[config.mk]
export PLATFORM = sky130hd
export DESIGN_NAME = gcc_top
export DESIGN_NICKNAME = d
export VERILOG_FILES = /design/src/include/gcc_pkg.sv /design/src/hw/gcc_cfg_mem.sv /design/src/hw/gcc_top.sv
export SDC_FILE = /design/constraint.sdc
export NUM_CORES = 2
export LEC_CHECK = 0
export BUFFER_PORTS_ARGS = -buffer_cell sky130_fd_sc_hd__buf_2
export CELL_PAD_IN_SITES_DETAIL_PLACEMENT = 0
export CELL_PAD_IN_SITES_GLOBAL_PLACEMENT = 2
export CORE_MARGIN = 2
export CORE_UTILIZATION = 44
export CTS_CLUSTER_DIAMETER = 40
export DETAILED_ROUTE_END_ITERATION = 10
export GPL_TIMING_DRIVEN = 1
export PLACE_DENSITY = 0.8
export RECOVER_POWER = 50
export SYNTH_ARGS = -nofsm -noshare
export SYNTH_HDL_FRONTEND = slang
export SYNTH_SLANG_ARGS = --single-unit
[constraint.sdc]
create_clock -name CLOCK -period 9.8 [get_ports CLOCK]
set_input_delay 0.49 -clock CLOCK [delete_from_list [all_inputs] [get_ports CLOCK]]
set_output_delay 0.49 -clock CLOCK [all_outputs]
set_load 0.03 [all_outputs]
[src/include/gcc_pkg.sv]
`default_nettype none

package gcc_pkg;

  // configuration image locations
  localparam logic [6:0]  LOC_CHECK1_LO = 7'h00;
  localparam logic [6:0]  LOC_CHECK1_HI = 7'h01;
  localparam logic [6:0]  LOC_CHECK2_LO = 7'h7e;
  localparam logic [6:0]  LOC_CHECK2_HI = 7'h7f;
  localparam logic [6:0]  LOC_SPEC      = 7'h14;
  localparam logic [6:0]  LOC_DATE      = 7'h16;
  localparam logic [6:0]  LOC_SERIAL    = 7'h18;
  localparam logic [6:0]  LOC_MFR_LEN   = 7'h20;
  localparam logic [6:0]  LOC_DEV_LEN   = 7'h30;
  localparam logic [6:0]  LOC_CHEM_LEN  = 7'h40;
  localparam logic [6:0]  LOC_MDATA_LEN = 7'h50;
  localparam logic [6:0]  LOC_VFC_OFS   = 7'h5e;
  localparam logic [6:0]  LOC_TEMP_OFS  = 7'h61;
  localparam logic [6:0]  LOC_ADC_OFS   = 7'h62;
  localparam logic [6:0]  LOC_ADC_GAIN  = 7'h68;
  localparam logic [6:0]  LOC_VFC_GAIN  = 7'h6a;

  // string field capacities in characters
  localparam logic [7:0]  MFR_CAP       = 8'h0a;
  localparam logic [7:0]  DEV_CAP       = 8'h07;
  localparam logic [7:0]  CHEM_CAP      = 8'h04;

  localparam logic [15:0] CHECK1_VALUE  = 16'h3c7f;
  localparam logic [15:0] CHECK2_VALUE  = 16'ha55a;

  // current divide by 16384 is a shift by 14
  localparam int          CUR_SHIFT     = 14;
  localparam int          VFC_SIGN_BIT  = 20;
  localparam logic [19:0] VFC_MAG_MAX   = 20'hfffff;

  // load sequence length and reset values
  localparam logic [3:0]  LOAD_STEPS    = 4'hd;
  localparam logic [3:0]  CAL_STEPS     = 4'h3;
  localparam logic [15:0] GAIN_RST      = 16'h0000;
  localparam logic [7:0]  BYTE_RST      = 8'h00;

  // apb byte offsets
  localparam logic [11:0] REG_CTRL      = 12'h000;
  localparam logic [11:0] REG_STATUS    = 12'h004;
  localparam logic [11:0] REG_CURRENT   = 12'h008;
  localparam logic [11:0] REG_CHARGE    = 12'h00c;
  localparam logic [11:0] REG_TEMP      = 12'h010;
  localparam logic [11:0] REG_CMD       = 12'h014;
  localparam logic [11:0] REG_RESP      = 12'h018;
  localparam logic [11:0] REG_CHAR      = 12'h01c;
  localparam logic [11:0] REG_CANCEL    = 12'h020;
  localparam logic [2:0]  MEM_WINDOW    = 3'h1;

  localparam int          CTRL_LOAD     = 0;
  localparam int          CTRL_CAL      = 1;

  typedef enum logic [2:0] {
    CMD_SPEC, CMD_DATE, CMD_SERIAL, CMD_MFR_NAME, CMD_DEV_NAME, CMD_CHEM, CMD_MDATA
  } gcc_cmd_t;

  typedef struct packed {
    logic signed [15:0] adc_raw;
    logic signed [15:0] temp_raw;
    logic signed [31:0] charge_raw;
    logic signed [20:0] vfc_meas;
  } gcc_meas_t;

  typedef struct packed {
    logic signed [15:0] current_ma;
    logic signed [15:0] temperature;
    logic signed [31:0] charge;
    logic signed [20:0] vfc_cancel;
  } gcc_result_t;

endpackage : gcc_pkg

`default_nettype wire

[src/hw/gcc_cfg_mem.sv]
`timescale 1ns/1ps
`default_nettype none

module gcc_cfg_mem #(
  parameter int AW = 7,
  parameter int DW = 8
) (
  // clock and reset
  input  wire logic          clk,
  input  wire logic          rst,
  // single port
  input  wire logic          we,
  input  wire logic [AW-1:0] addr,
  input  wire logic [DW-1:0] wdata,
  output logic      [DW-1:0] q
);

  logic [DW-1:0] mem_array [0:(1<<AW)-1];

  // the array has no reset: the image must be written before a load
  always_ff @(posedge clk) begin
    if (we) begin
      mem_array[addr] <= wdata;
    end
  end

  always_ff @(posedge clk or posedge rst) begin
    if (rst) begin
      q <= '0;
    end else begin
      q <= mem_array[addr];
    end
  end

endmodule : gcc_cfg_mem

`default_nettype wire

[src/hw/gcc_top.sv]
`timescale 1ns/1ps
`default_nettype none

module gcc_top #(
  parameter int AW = 7
) (
  // clock and reset
  input  wire logic                 CLOCK,
  input  wire logic                 RST,
  // apb slave
  input  wire logic                 PSEL,
  input  wire logic                 PENABLE,
  input  wire logic                 PWRITE,
  input  wire logic [11:0]          PADDR,
  input  wire logic [31:0]          PWDATA,
  output logic      [31:0]          PRDATA,
  output logic                      PREADY,
  output logic                      PSLVERR,
  // measurement path
  input  wire gcc_pkg::gcc_meas_t   MEAS,
  output var gcc_pkg::gcc_result_t  RESULT
);
  import gcc_pkg::*;

  typedef enum logic [1:0] {SEQ_IDLE, SEQ_LOAD, SEQ_CAL, SEQ_CMD} gcc_seq_t;

  typedef struct packed {
    gcc_seq_t    seq;
    logic [3:0]  step;
    logic [15:0] chk1;
    logic [15:0] chk2;
    logic [23:0] vfc_ofs;
    logic [7:0]  temp_ofs;
    logic [7:0]  adc_ofs;
    logic [15:0] adc_gain;
    logic [15:0] vfc_gain;
    logic        loaded;
    logic        cal_done;
    gcc_cmd_t    cmd;
    logic [15:0] resp;
    logic [7:0]  str_len;
    logic [7:0]  str_idx;
    logic        apb_wait;
    logic        rd_mem;
    logic [31:0] prdata;
    gcc_result_t res;
  } gcc_state_t;

  gcc_state_t st_reg;
  gcc_state_t st_next;

  logic          mem_we;
  logic [AW-1:0] mem_addr;
  logic [7:0]    mem_wdata;
  logic [7:0]    mem_q;

  gcc_cfg_mem #(.AW(AW), .DW(8)) u_mem (
    .clk   (CLOCK),
    .rst   (RST),
    .we    (mem_we),
    .addr  (mem_addr),
    .wdata (mem_wdata),
    .q     (mem_q)
  );

  // location read at each load step, little endian pairs kept together
  function automatic logic [6:0] load_loc(input logic [3:0] k);
    case (k)
      4'h0:    load_loc = LOC_CHECK1_LO;
      4'h1:    load_loc = LOC_CHECK1_HI;
      4'h2:    load_loc = LOC_CHECK2_LO;
      4'h3:    load_loc = LOC_CHECK2_HI;
      4'h4:    load_loc = LOC_VFC_OFS;
      4'h5:    load_loc = LOC_VFC_OFS + 7'h01;
      4'h6:    load_loc = LOC_VFC_OFS + 7'h02;
      4'h7:    load_loc = LOC_TEMP_OFS;
      4'h8:    load_loc = LOC_ADC_OFS;
      4'h9:    load_loc = LOC_ADC_GAIN;
      4'ha:    load_loc = LOC_ADC_GAIN + 7'h01;
      4'hb:    load_loc = LOC_VFC_GAIN;
      default: load_loc = LOC_VFC_GAIN + 7'h01;
    endcase
  endfunction : load_loc

  // first location of the answer for a command (word or length byte)
  function automatic logic [6:0] cmd_loc(input gcc_cmd_t c);
    case (c)
      CMD_SPEC:     cmd_loc = LOC_SPEC;
      CMD_DATE:     cmd_loc = LOC_DATE;
      CMD_SERIAL:   cmd_loc = LOC_SERIAL;
      CMD_MFR_NAME: cmd_loc = LOC_MFR_LEN;
      CMD_DEV_NAME: cmd_loc = LOC_DEV_LEN;
      CMD_CHEM:     cmd_loc = LOC_CHEM_LEN;
      default:      cmd_loc = LOC_MDATA_LEN;
    endcase
  endfunction : cmd_loc

  function automatic logic [7:0] str_cap(input gcc_cmd_t c);
    case (c)
      CMD_MFR_NAME: str_cap = MFR_CAP;
      CMD_DEV_NAME: str_cap = DEV_CAP;
      CMD_CHEM:     str_cap = CHEM_CAP;
      default:      str_cap = 8'hff;
    endcase
  endfunction : str_cap

  function automatic logic is_word(input gcc_cmd_t c);
    is_word = (c == CMD_SPEC) || (c == CMD_DATE) || (c == CMD_SERIAL);
  endfunction : is_word

  logic               access;
  logic               busy;
  logic               in_mem;
  logic               known;
  logic               char_valid;
  logic [6:0]         char_loc;
  logic [6:0]         step_loc;
  logic [7:0]         len_clamped;
  logic [20:0]        meas_mag;
  logic [19:0]        cal_mag;
  logic               cal_sign;
  logic signed [20:0] ofs_value;
  logic signed [25:0] cur_sum;
  logic signed [48:0] chg_prod;
  logic signed [48:0] chg_scaled;
  logic signed [25:0] cur_scaled;

  assign access     = PSEL && PENABLE;
  assign busy       = (st_reg.seq != SEQ_IDLE);
  assign in_mem     = (PADDR[11:9] == MEM_WINDOW);
  assign known      = in_mem || (PADDR == REG_CTRL) || (PADDR == REG_STATUS)
                    || (PADDR == REG_CURRENT) || (PADDR == REG_CHARGE)
                    || (PADDR == REG_TEMP) || (PADDR == REG_CMD)
                    || (PADDR == REG_RESP) || (PADDR == REG_CHAR)
                    || (PADDR == REG_CANCEL);
  // characters follow the length byte in ascending order
  assign char_valid = (st_reg.str_idx < st_reg.str_len);
  assign char_loc   = cmd_loc(st_reg.cmd) + 7'h01 + st_reg.str_idx[6:0];
  assign step_loc   = cmd_loc(st_reg.cmd) + {6'h00, st_reg.step[0]};
  assign len_clamped = (mem_q > str_cap(st_reg.cmd)) ? str_cap(st_reg.cmd) : mem_q;

  // sign-magnitude conversion of the measured offset for storage
  assign cal_sign = MEAS.vfc_meas[20];
  assign meas_mag = cal_sign ? 21'(-MEAS.vfc_meas) : MEAS.vfc_meas;
  assign cal_mag  = meas_mag[20] ? VFC_MAG_MAX : meas_mag[19:0];

  // stored offset back to two's complement, zero sign bit is positive
  assign ofs_value = st_reg.vfc_ofs[VFC_SIGN_BIT]
                   ? -$signed({1'b0, st_reg.vfc_ofs[19:0]})
                   : $signed({1'b0, st_reg.vfc_ofs[19:0]});

  // arithmetic shift floors negative results rather than truncating to zero
  assign cur_sum    = 26'(MEAS.adc_raw)
                    + 26'($signed(st_reg.adc_ofs) * $signed({1'b0, st_reg.adc_gain}));
  assign cur_scaled = cur_sum >>> CUR_SHIFT;
  assign chg_prod   = 49'(MEAS.charge_raw) * $signed({1'b0, st_reg.vfc_gain});
  assign chg_scaled = chg_prod >>> CUR_SHIFT;

  always_comb begin
    st_next   = st_reg;
    mem_we    = 1'b0;
    mem_wdata = 8'h00;
    mem_addr  = AW'(PADDR[8:2]);
    PREADY    = 1'b0;
    PSLVERR   = 1'b0;

    st_next.res.current_ma  = cur_scaled[15:0];
    st_next.res.charge      = chg_scaled[31:0];
    st_next.res.temperature = MEAS.temp_raw + 16'($signed(st_reg.temp_ofs));
    st_next.res.vfc_cancel  = -ofs_value;

    case (st_reg.seq)
      SEQ_IDLE: begin
        if (PADDR == REG_CHAR) begin
          mem_addr = AW'(char_loc);
        end
        if (access && !st_reg.apb_wait) begin
          st_next.apb_wait = 1'b1;
          st_next.rd_mem   = in_mem;
          case (PADDR)
            REG_STATUS:  st_next.prdata = {28'h0000000, st_reg.cal_done,
                                           st_reg.loaded && (st_reg.chk1 == CHECK1_VALUE)
                                           && (st_reg.chk2 == CHECK2_VALUE),
                                           st_reg.loaded, 1'b0};
            REG_CURRENT: st_next.prdata = 32'(st_reg.res.current_ma);
            REG_CHARGE:  st_next.prdata = st_reg.res.charge;
            REG_TEMP:    st_next.prdata = 32'(st_reg.res.temperature);
            REG_CMD:     st_next.prdata = {29'h00000000, st_reg.cmd};
            REG_RESP:    st_next.prdata = {16'h0000, st_reg.resp};
            REG_CANCEL:  st_next.prdata = 32'(st_reg.res.vfc_cancel);
            default:     st_next.prdata = 32'h00000000;
          endcase
        end else if (access) begin
          PREADY           = 1'b1;
          PSLVERR          = !known;
          st_next.apb_wait = 1'b0;
          st_next.rd_mem   = 1'b0;
          if (PWRITE && in_mem) begin
            mem_we    = 1'b1;
            mem_wdata = PWDATA[7:0];
          end else if (PWRITE && (PADDR == REG_CTRL)) begin
            if (PWDATA[CTRL_LOAD]) begin
              st_next.seq    = SEQ_LOAD;
              st_next.step   = 4'h0;
              st_next.loaded = 1'b0;
            end else if (PWDATA[CTRL_CAL]) begin
              // host-issued calibration request captures the measured offset
              st_next.seq      = SEQ_CAL;
              st_next.step     = 4'h0;
              st_next.cal_done = 1'b0;
              st_next.vfc_ofs  = {st_reg.vfc_ofs[23:21], cal_sign, cal_mag};
            end
          end else if (PWRITE && (PADDR == REG_CMD)) begin
            st_next.cmd     = gcc_cmd_t'(PWDATA[2:0]);
            st_next.seq     = SEQ_CMD;
            st_next.step    = 4'h0;
            st_next.resp    = 16'h0000;
            st_next.str_len = 8'h00;
            st_next.str_idx = 8'h00;
          end else if (!PWRITE && (PADDR == REG_CHAR) && char_valid) begin
            st_next.str_idx = st_reg.str_idx + 8'h01;
          end
        end
      end

      SEQ_LOAD: begin
        mem_addr = AW'(load_loc(st_reg.step));
        if (st_reg.step != 4'h0) begin
          // lower location is the least significant byte
          case (st_reg.step - 4'h1)
            4'h0:    st_next.chk1[7:0]      = mem_q;
            4'h1:    st_next.chk1[15:8]     = mem_q;
            4'h2:    st_next.chk2[7:0]      = mem_q;
            4'h3:    st_next.chk2[15:8]     = mem_q;
            4'h4:    st_next.vfc_ofs[7:0]   = mem_q;
            4'h5:    st_next.vfc_ofs[15:8]  = mem_q;
            4'h6:    st_next.vfc_ofs[23:16] = mem_q;
            4'h7:    st_next.temp_ofs       = mem_q;
            4'h8:    st_next.adc_ofs        = mem_q;
            4'h9:    st_next.adc_gain[7:0]  = mem_q;
            4'ha:    st_next.adc_gain[15:8] = mem_q;
            4'hb:    st_next.vfc_gain[7:0]  = mem_q;
            default: st_next.vfc_gain[15:8] = mem_q;
          endcase
        end
        if (st_reg.step == LOAD_STEPS) begin
          st_next.seq    = SEQ_IDLE;
          st_next.loaded = 1'b1;
        end else begin
          st_next.step = st_reg.step + 4'h1;
        end
      end

      SEQ_CAL: begin
        // upper three bits of the last byte are left as loaded
        mem_we    = 1'b1;
        mem_addr  = AW'(LOC_VFC_OFS + {3'h0, st_reg.step});
        mem_wdata = (st_reg.step == 4'h0) ? st_reg.vfc_ofs[7:0]
                  : (st_reg.step == 4'h1) ? st_reg.vfc_ofs[15:8]
                  : st_reg.vfc_ofs[23:16];
        if (st_reg.step == CAL_STEPS - 4'h1) begin
          st_next.seq      = SEQ_IDLE;
          st_next.cal_done = 1'b1;
        end else begin
          st_next.step = st_reg.step + 4'h1;
        end
      end

      SEQ_CMD: begin
        mem_addr = AW'(step_loc);
        if (st_reg.step == 4'h1) begin
          if (is_word(st_reg.cmd)) begin
            st_next.resp[7:0] = mem_q;
          end else if (st_reg.cmd == CMD_MDATA) begin
            st_next.resp = {8'h00, mem_q};
            st_next.seq  = SEQ_IDLE;
          end else begin
            st_next.resp    = {8'h00, len_clamped};
            st_next.str_len = len_clamped;
            st_next.seq     = SEQ_IDLE;
          end
        end
        if (st_reg.step == 4'h2) begin
          st_next.resp[15:8] = mem_q;
          st_next.seq        = SEQ_IDLE;
        end else begin
          st_next.step = st_reg.step + 4'h1;
        end
      end

      default: begin
        st_next.seq = SEQ_IDLE;
      end
    endcase
  end

  always_ff @(posedge CLOCK or posedge RST) begin
    if (RST) begin
      st_reg          <= '0;
      st_reg.seq      <= SEQ_IDLE;
      st_reg.cmd      <= CMD_SPEC;
      st_reg.adc_gain <= GAIN_RST;
      st_reg.vfc_gain <= GAIN_RST;
      st_reg.adc_ofs  <= BYTE_RST;
      st_reg.temp_ofs <= BYTE_RST;
    end else begin
      st_reg <= st_next;
    end
  end

  // memory and character reads come straight from the memory output flop
  assign PRDATA = !st_reg.rd_mem && (PADDR != REG_CHAR) ? st_reg.prdata
                : (PADDR == REG_CHAR) ? {23'h000000, char_valid,
                                         char_valid ? mem_q : 8'h00}
                : {24'h000000, mem_q};
  assign RESULT = st_reg.res;

endmodule : gcc_top

`default_nettype wire

==> results by group <==
CTS
  – CTS Buffer Depth: 3
  – Clock-pin slew on the worst setup and hold paths: around 0.06 ns
  – Post-cts sizing count: 0
  – CTS tree: done
  – Clk Latency, worst-skew pair: 0.83 ns
  – CTS Sinks: 1294
  – Clock Tree Root: clkbuf_16
  – Cts bufs inserted: about 160
  – H-tree levels: 4

Placed design
  – Dpl cells: 8544
  – Count of input and output buffers: 228
  – Dpl cell area: 77700 um^2
  – RD Place Congestion: just under 0.9
  – Post-DP HPWL: 152 mm
  – Place WS: 2.14 ns

Floorplan
  – Core area: 169000 um^2
  – Initial core utilization: around 44%
  – Chip height: 416 um
  – Die area: ~170000 um^2
  – IO Pins: around 250
  – Die X: 416 um
  – Rows: 151

Logic synthesis
  – Synth Area in XOR/XNOR: 1.48%
  – Simple-gate portion of the synthesized area: 11.7%
  – Post-Syn Instances: roughly 6400
  – Ys async rst share: between 20% and 30%
  – Number of synthesized flops with an enable pin: 1024
  – Synth warn: 0
  – Post-synthesis cell area: around 75000 um^2
  – Area share of the leading cell type in the synthesized netlist: 41.1%
  – Commonest register cell after synthesis: edfxtp_1
  – Syn_nets: 7358
  – Synth top area cells: edfxtp_1, fa_1, dfrtp_1
  – Largest family of logic cells by synthesized area: adder cells
  – Synth Area in Compound Gates: 9.46%
  – Mean Syn Cell Area: 11.6 um^2
  – Sequential share of the synthesized area: 50.2%
  – Yosys cell types: 83
  – Synth Area in Adders: 19.0%
  – Proportion of synthesized area in mux cells: under 10%
  – Area leader, netlist: edfxtp_1
  – Synth Register Bits: 1294

Critical path
  – Worst endpoint required time: 10.50 ns
  – Arrival time at the worst endpoint: about 8.4 ns
  – Critical path launch point type: flip-flop
  – Crit end category: flip-flop
  – Worst Path Max Fanout: 20
  – Worst Setup EP: RESULT[47]
  – R2R Path End: RESULT[47]
  – R2r setup slk: 2.09 ns
  – Critical path origin: st_reg[169]
  – R2r worst-path depth: 22
  – Critical path type: flip-flop to flip-flop
  – Worst r2r src: st_reg[169]

Drt
  – # DRC: 0
  – WL per Instance: 26.0 um
  – Drt pass-1 iters: 6
  – Antenna Nets Post-Route: 0
  – DR vias: 50794
  – First DRT Iteration DRCs: 5109
  – Final wirelength: 231 mm
  – Drt via density: approximately 5.7

Layout
  – Share of cells above drive strength 1: 9.48%
  – Nets: between 7000 and 8000
  – FF+latch area: approximately 38000 um^2
  – P&R area growth vs syn: 11.3%
  – Filler Cell Count: approximately 15000
  – Multi-input logic area: 32700 um^2
  – Fin cells: 8856
  – Design area: 83200 um^2
  – Max reg flops: 1024
  – Most frequent cells in the layout: edfxtp_1, nand2_1, inv_1
  – Core Util, Final: 49.2%
  – Most common cell after layout, fill and taps aside: edfxtp_1

Global routing
  – Vias in the first global route: ~51000
  – Met1 Usage GRT: 36.4%
  – GRT met3 Usage: 3.89%
  – Largest net degree at the start of global routing: roughly 160
  – Initial antenna violation count: 11
  – First-pass GRT wire length: 343 mm
  – Met2 GRT Util: 43.9%
  – GRT Resource Usage Total: 26.7%
  – Grt ovf: 0
  – Gr busiest metal: met2

Power
  – Worst vdd ir: 336 uV
  – Final Power: 30.6 mW
  – P per Cell Area: 368 nW/um^2
  – Static leakage: 33.2 nW

Job
  – Max-Cap Viols: 15

STA
  – Final worst path period need: between 7 and 8 ns
  – Setup ws final: 2.09 ns
  – RSZ-0062 raised after global routing: false
  – Fmax: 130 MHz
  – Fin. Hold Viols: 0
  – Worst rel slew slack: -231%
  – Max Slew Vio Count: 975
  – Final period util: 78.6%
  – Sum Neg Setup Slack: 0 ns
  – WHS: between 0.02 and 0.03 ns
  – Final setup vio count: 0
  – Worst-Margin Slew: 4.93 ns
  – Clk_skew: between 0.06 and 0.07 ns

Status
  – Violated checks: max-capacitance violations, max-slew violations
  – Status: complete, but fails checks

Worst hold path
  – Hold Crit Class: input pin to flip-flop
  – Worst Hold Launch: PWDATA[2]
worst min path at each step:
| stage | slack [ns] | cells past startpoint | endpoint |
|---|---|---|---|
| after floorplan | 0.35 | 0 | RESULT[0] |
| after global placement | 0.45 | 2 | st_reg[138] |
| after detailed placement | 0.46 | 2 | st_reg[138] |
| after CTS | 0.007 | 3 | st_reg[152] |
| after global routing | 0.004 | 2 | st_reg[153] |
| final | 0.03 | 2 | st_reg[153] |
cells by family (layout without fill, tap and decap cells):
kind of cell,count (synthesis),in the layout
AOI/OAI and AO/OA,1049,1049
xor gates and xnor gates,126,126
adders and majority gates,791,791
buffers and inverters,1138,1340
DFF,1294,1294
muxes,124,124
other,0,3
and+or+nand+nor,1911,1911
repair_timing:
action	in CTS	in global routing
endpoints found under the setup margin	0	0
hold buffers	6	0
setup buffers	0	0
endpoints found under the hold margin	115	0
synthesized netlist by cell type, types with 63 or more instances:
master       n
a22oi_1    145
buf_4       87
xnor2_1     78
nand2_1    933
edfxtp_1  1024
ha_1       215
buf_2       71
and2_1     304
o21ai_0    115
mux2_2      79
fa_1       576
a21oi_1    313
nand3_1    127
a221oi_1    63
clkbuf_1   235
inv_1      701
nor2_1     310
dfrtp_1    270
layer usage:
layer	routed length (um)	part of all wire [%]
met1	96500	42
met2	111000	48
met3	15600	6.8
met4	7900	3.4
met5	13	0.0056
worst max-delay path, cell delays in order (launching register included):
cell      delay (ns)
dfrtp_1         0.98
buf_4           0.36
and2_1          0.17
fa_1            0.44
fa_1            0.57
fa_1            0.43
fa_1            0.47
fa_1            0.50
inv_1           0.05
fa_1            0.50
inv_1           0.05
ha_1            0.32
and4_1          0.25
and3_1          0.23
a221oi_1        0.36
nand4_1         0.24
and3_1          0.28
a41o_1          0.38
and2_1          0.22
o22ai_1         0.26
o21ai_0         0.18
a31oi_1         0.23
xnor2_1         0.14
area by class of cell:
cell class / count / area share (%)
well taps: 2218 / 3.33
repair buffers: 336 / 2.27
inverters: 701 / 3.16
flip-flops and latches: 1294 / 45.1
clock buffers: 187 / 5.08
clock inverters: 116 / 1.79
multi-input cells: 4001 / 39.3
diodes: 3 / 0.00902
where the power goes:
| part | leakage (nW) | internal (mW) | switching [mW] | total (mW) |
|---|---|---|---|---|
| combinational | 17.5 | 5.47 | 10.8 | 16.3 |
| sequential | 13.0 | 7.32 | 0.782 | 8.11 |
| clock | 2.73 | 3.69 | 2.55 | 6.24 |
No activity file was read; power rests on OpenSTA's default activity.
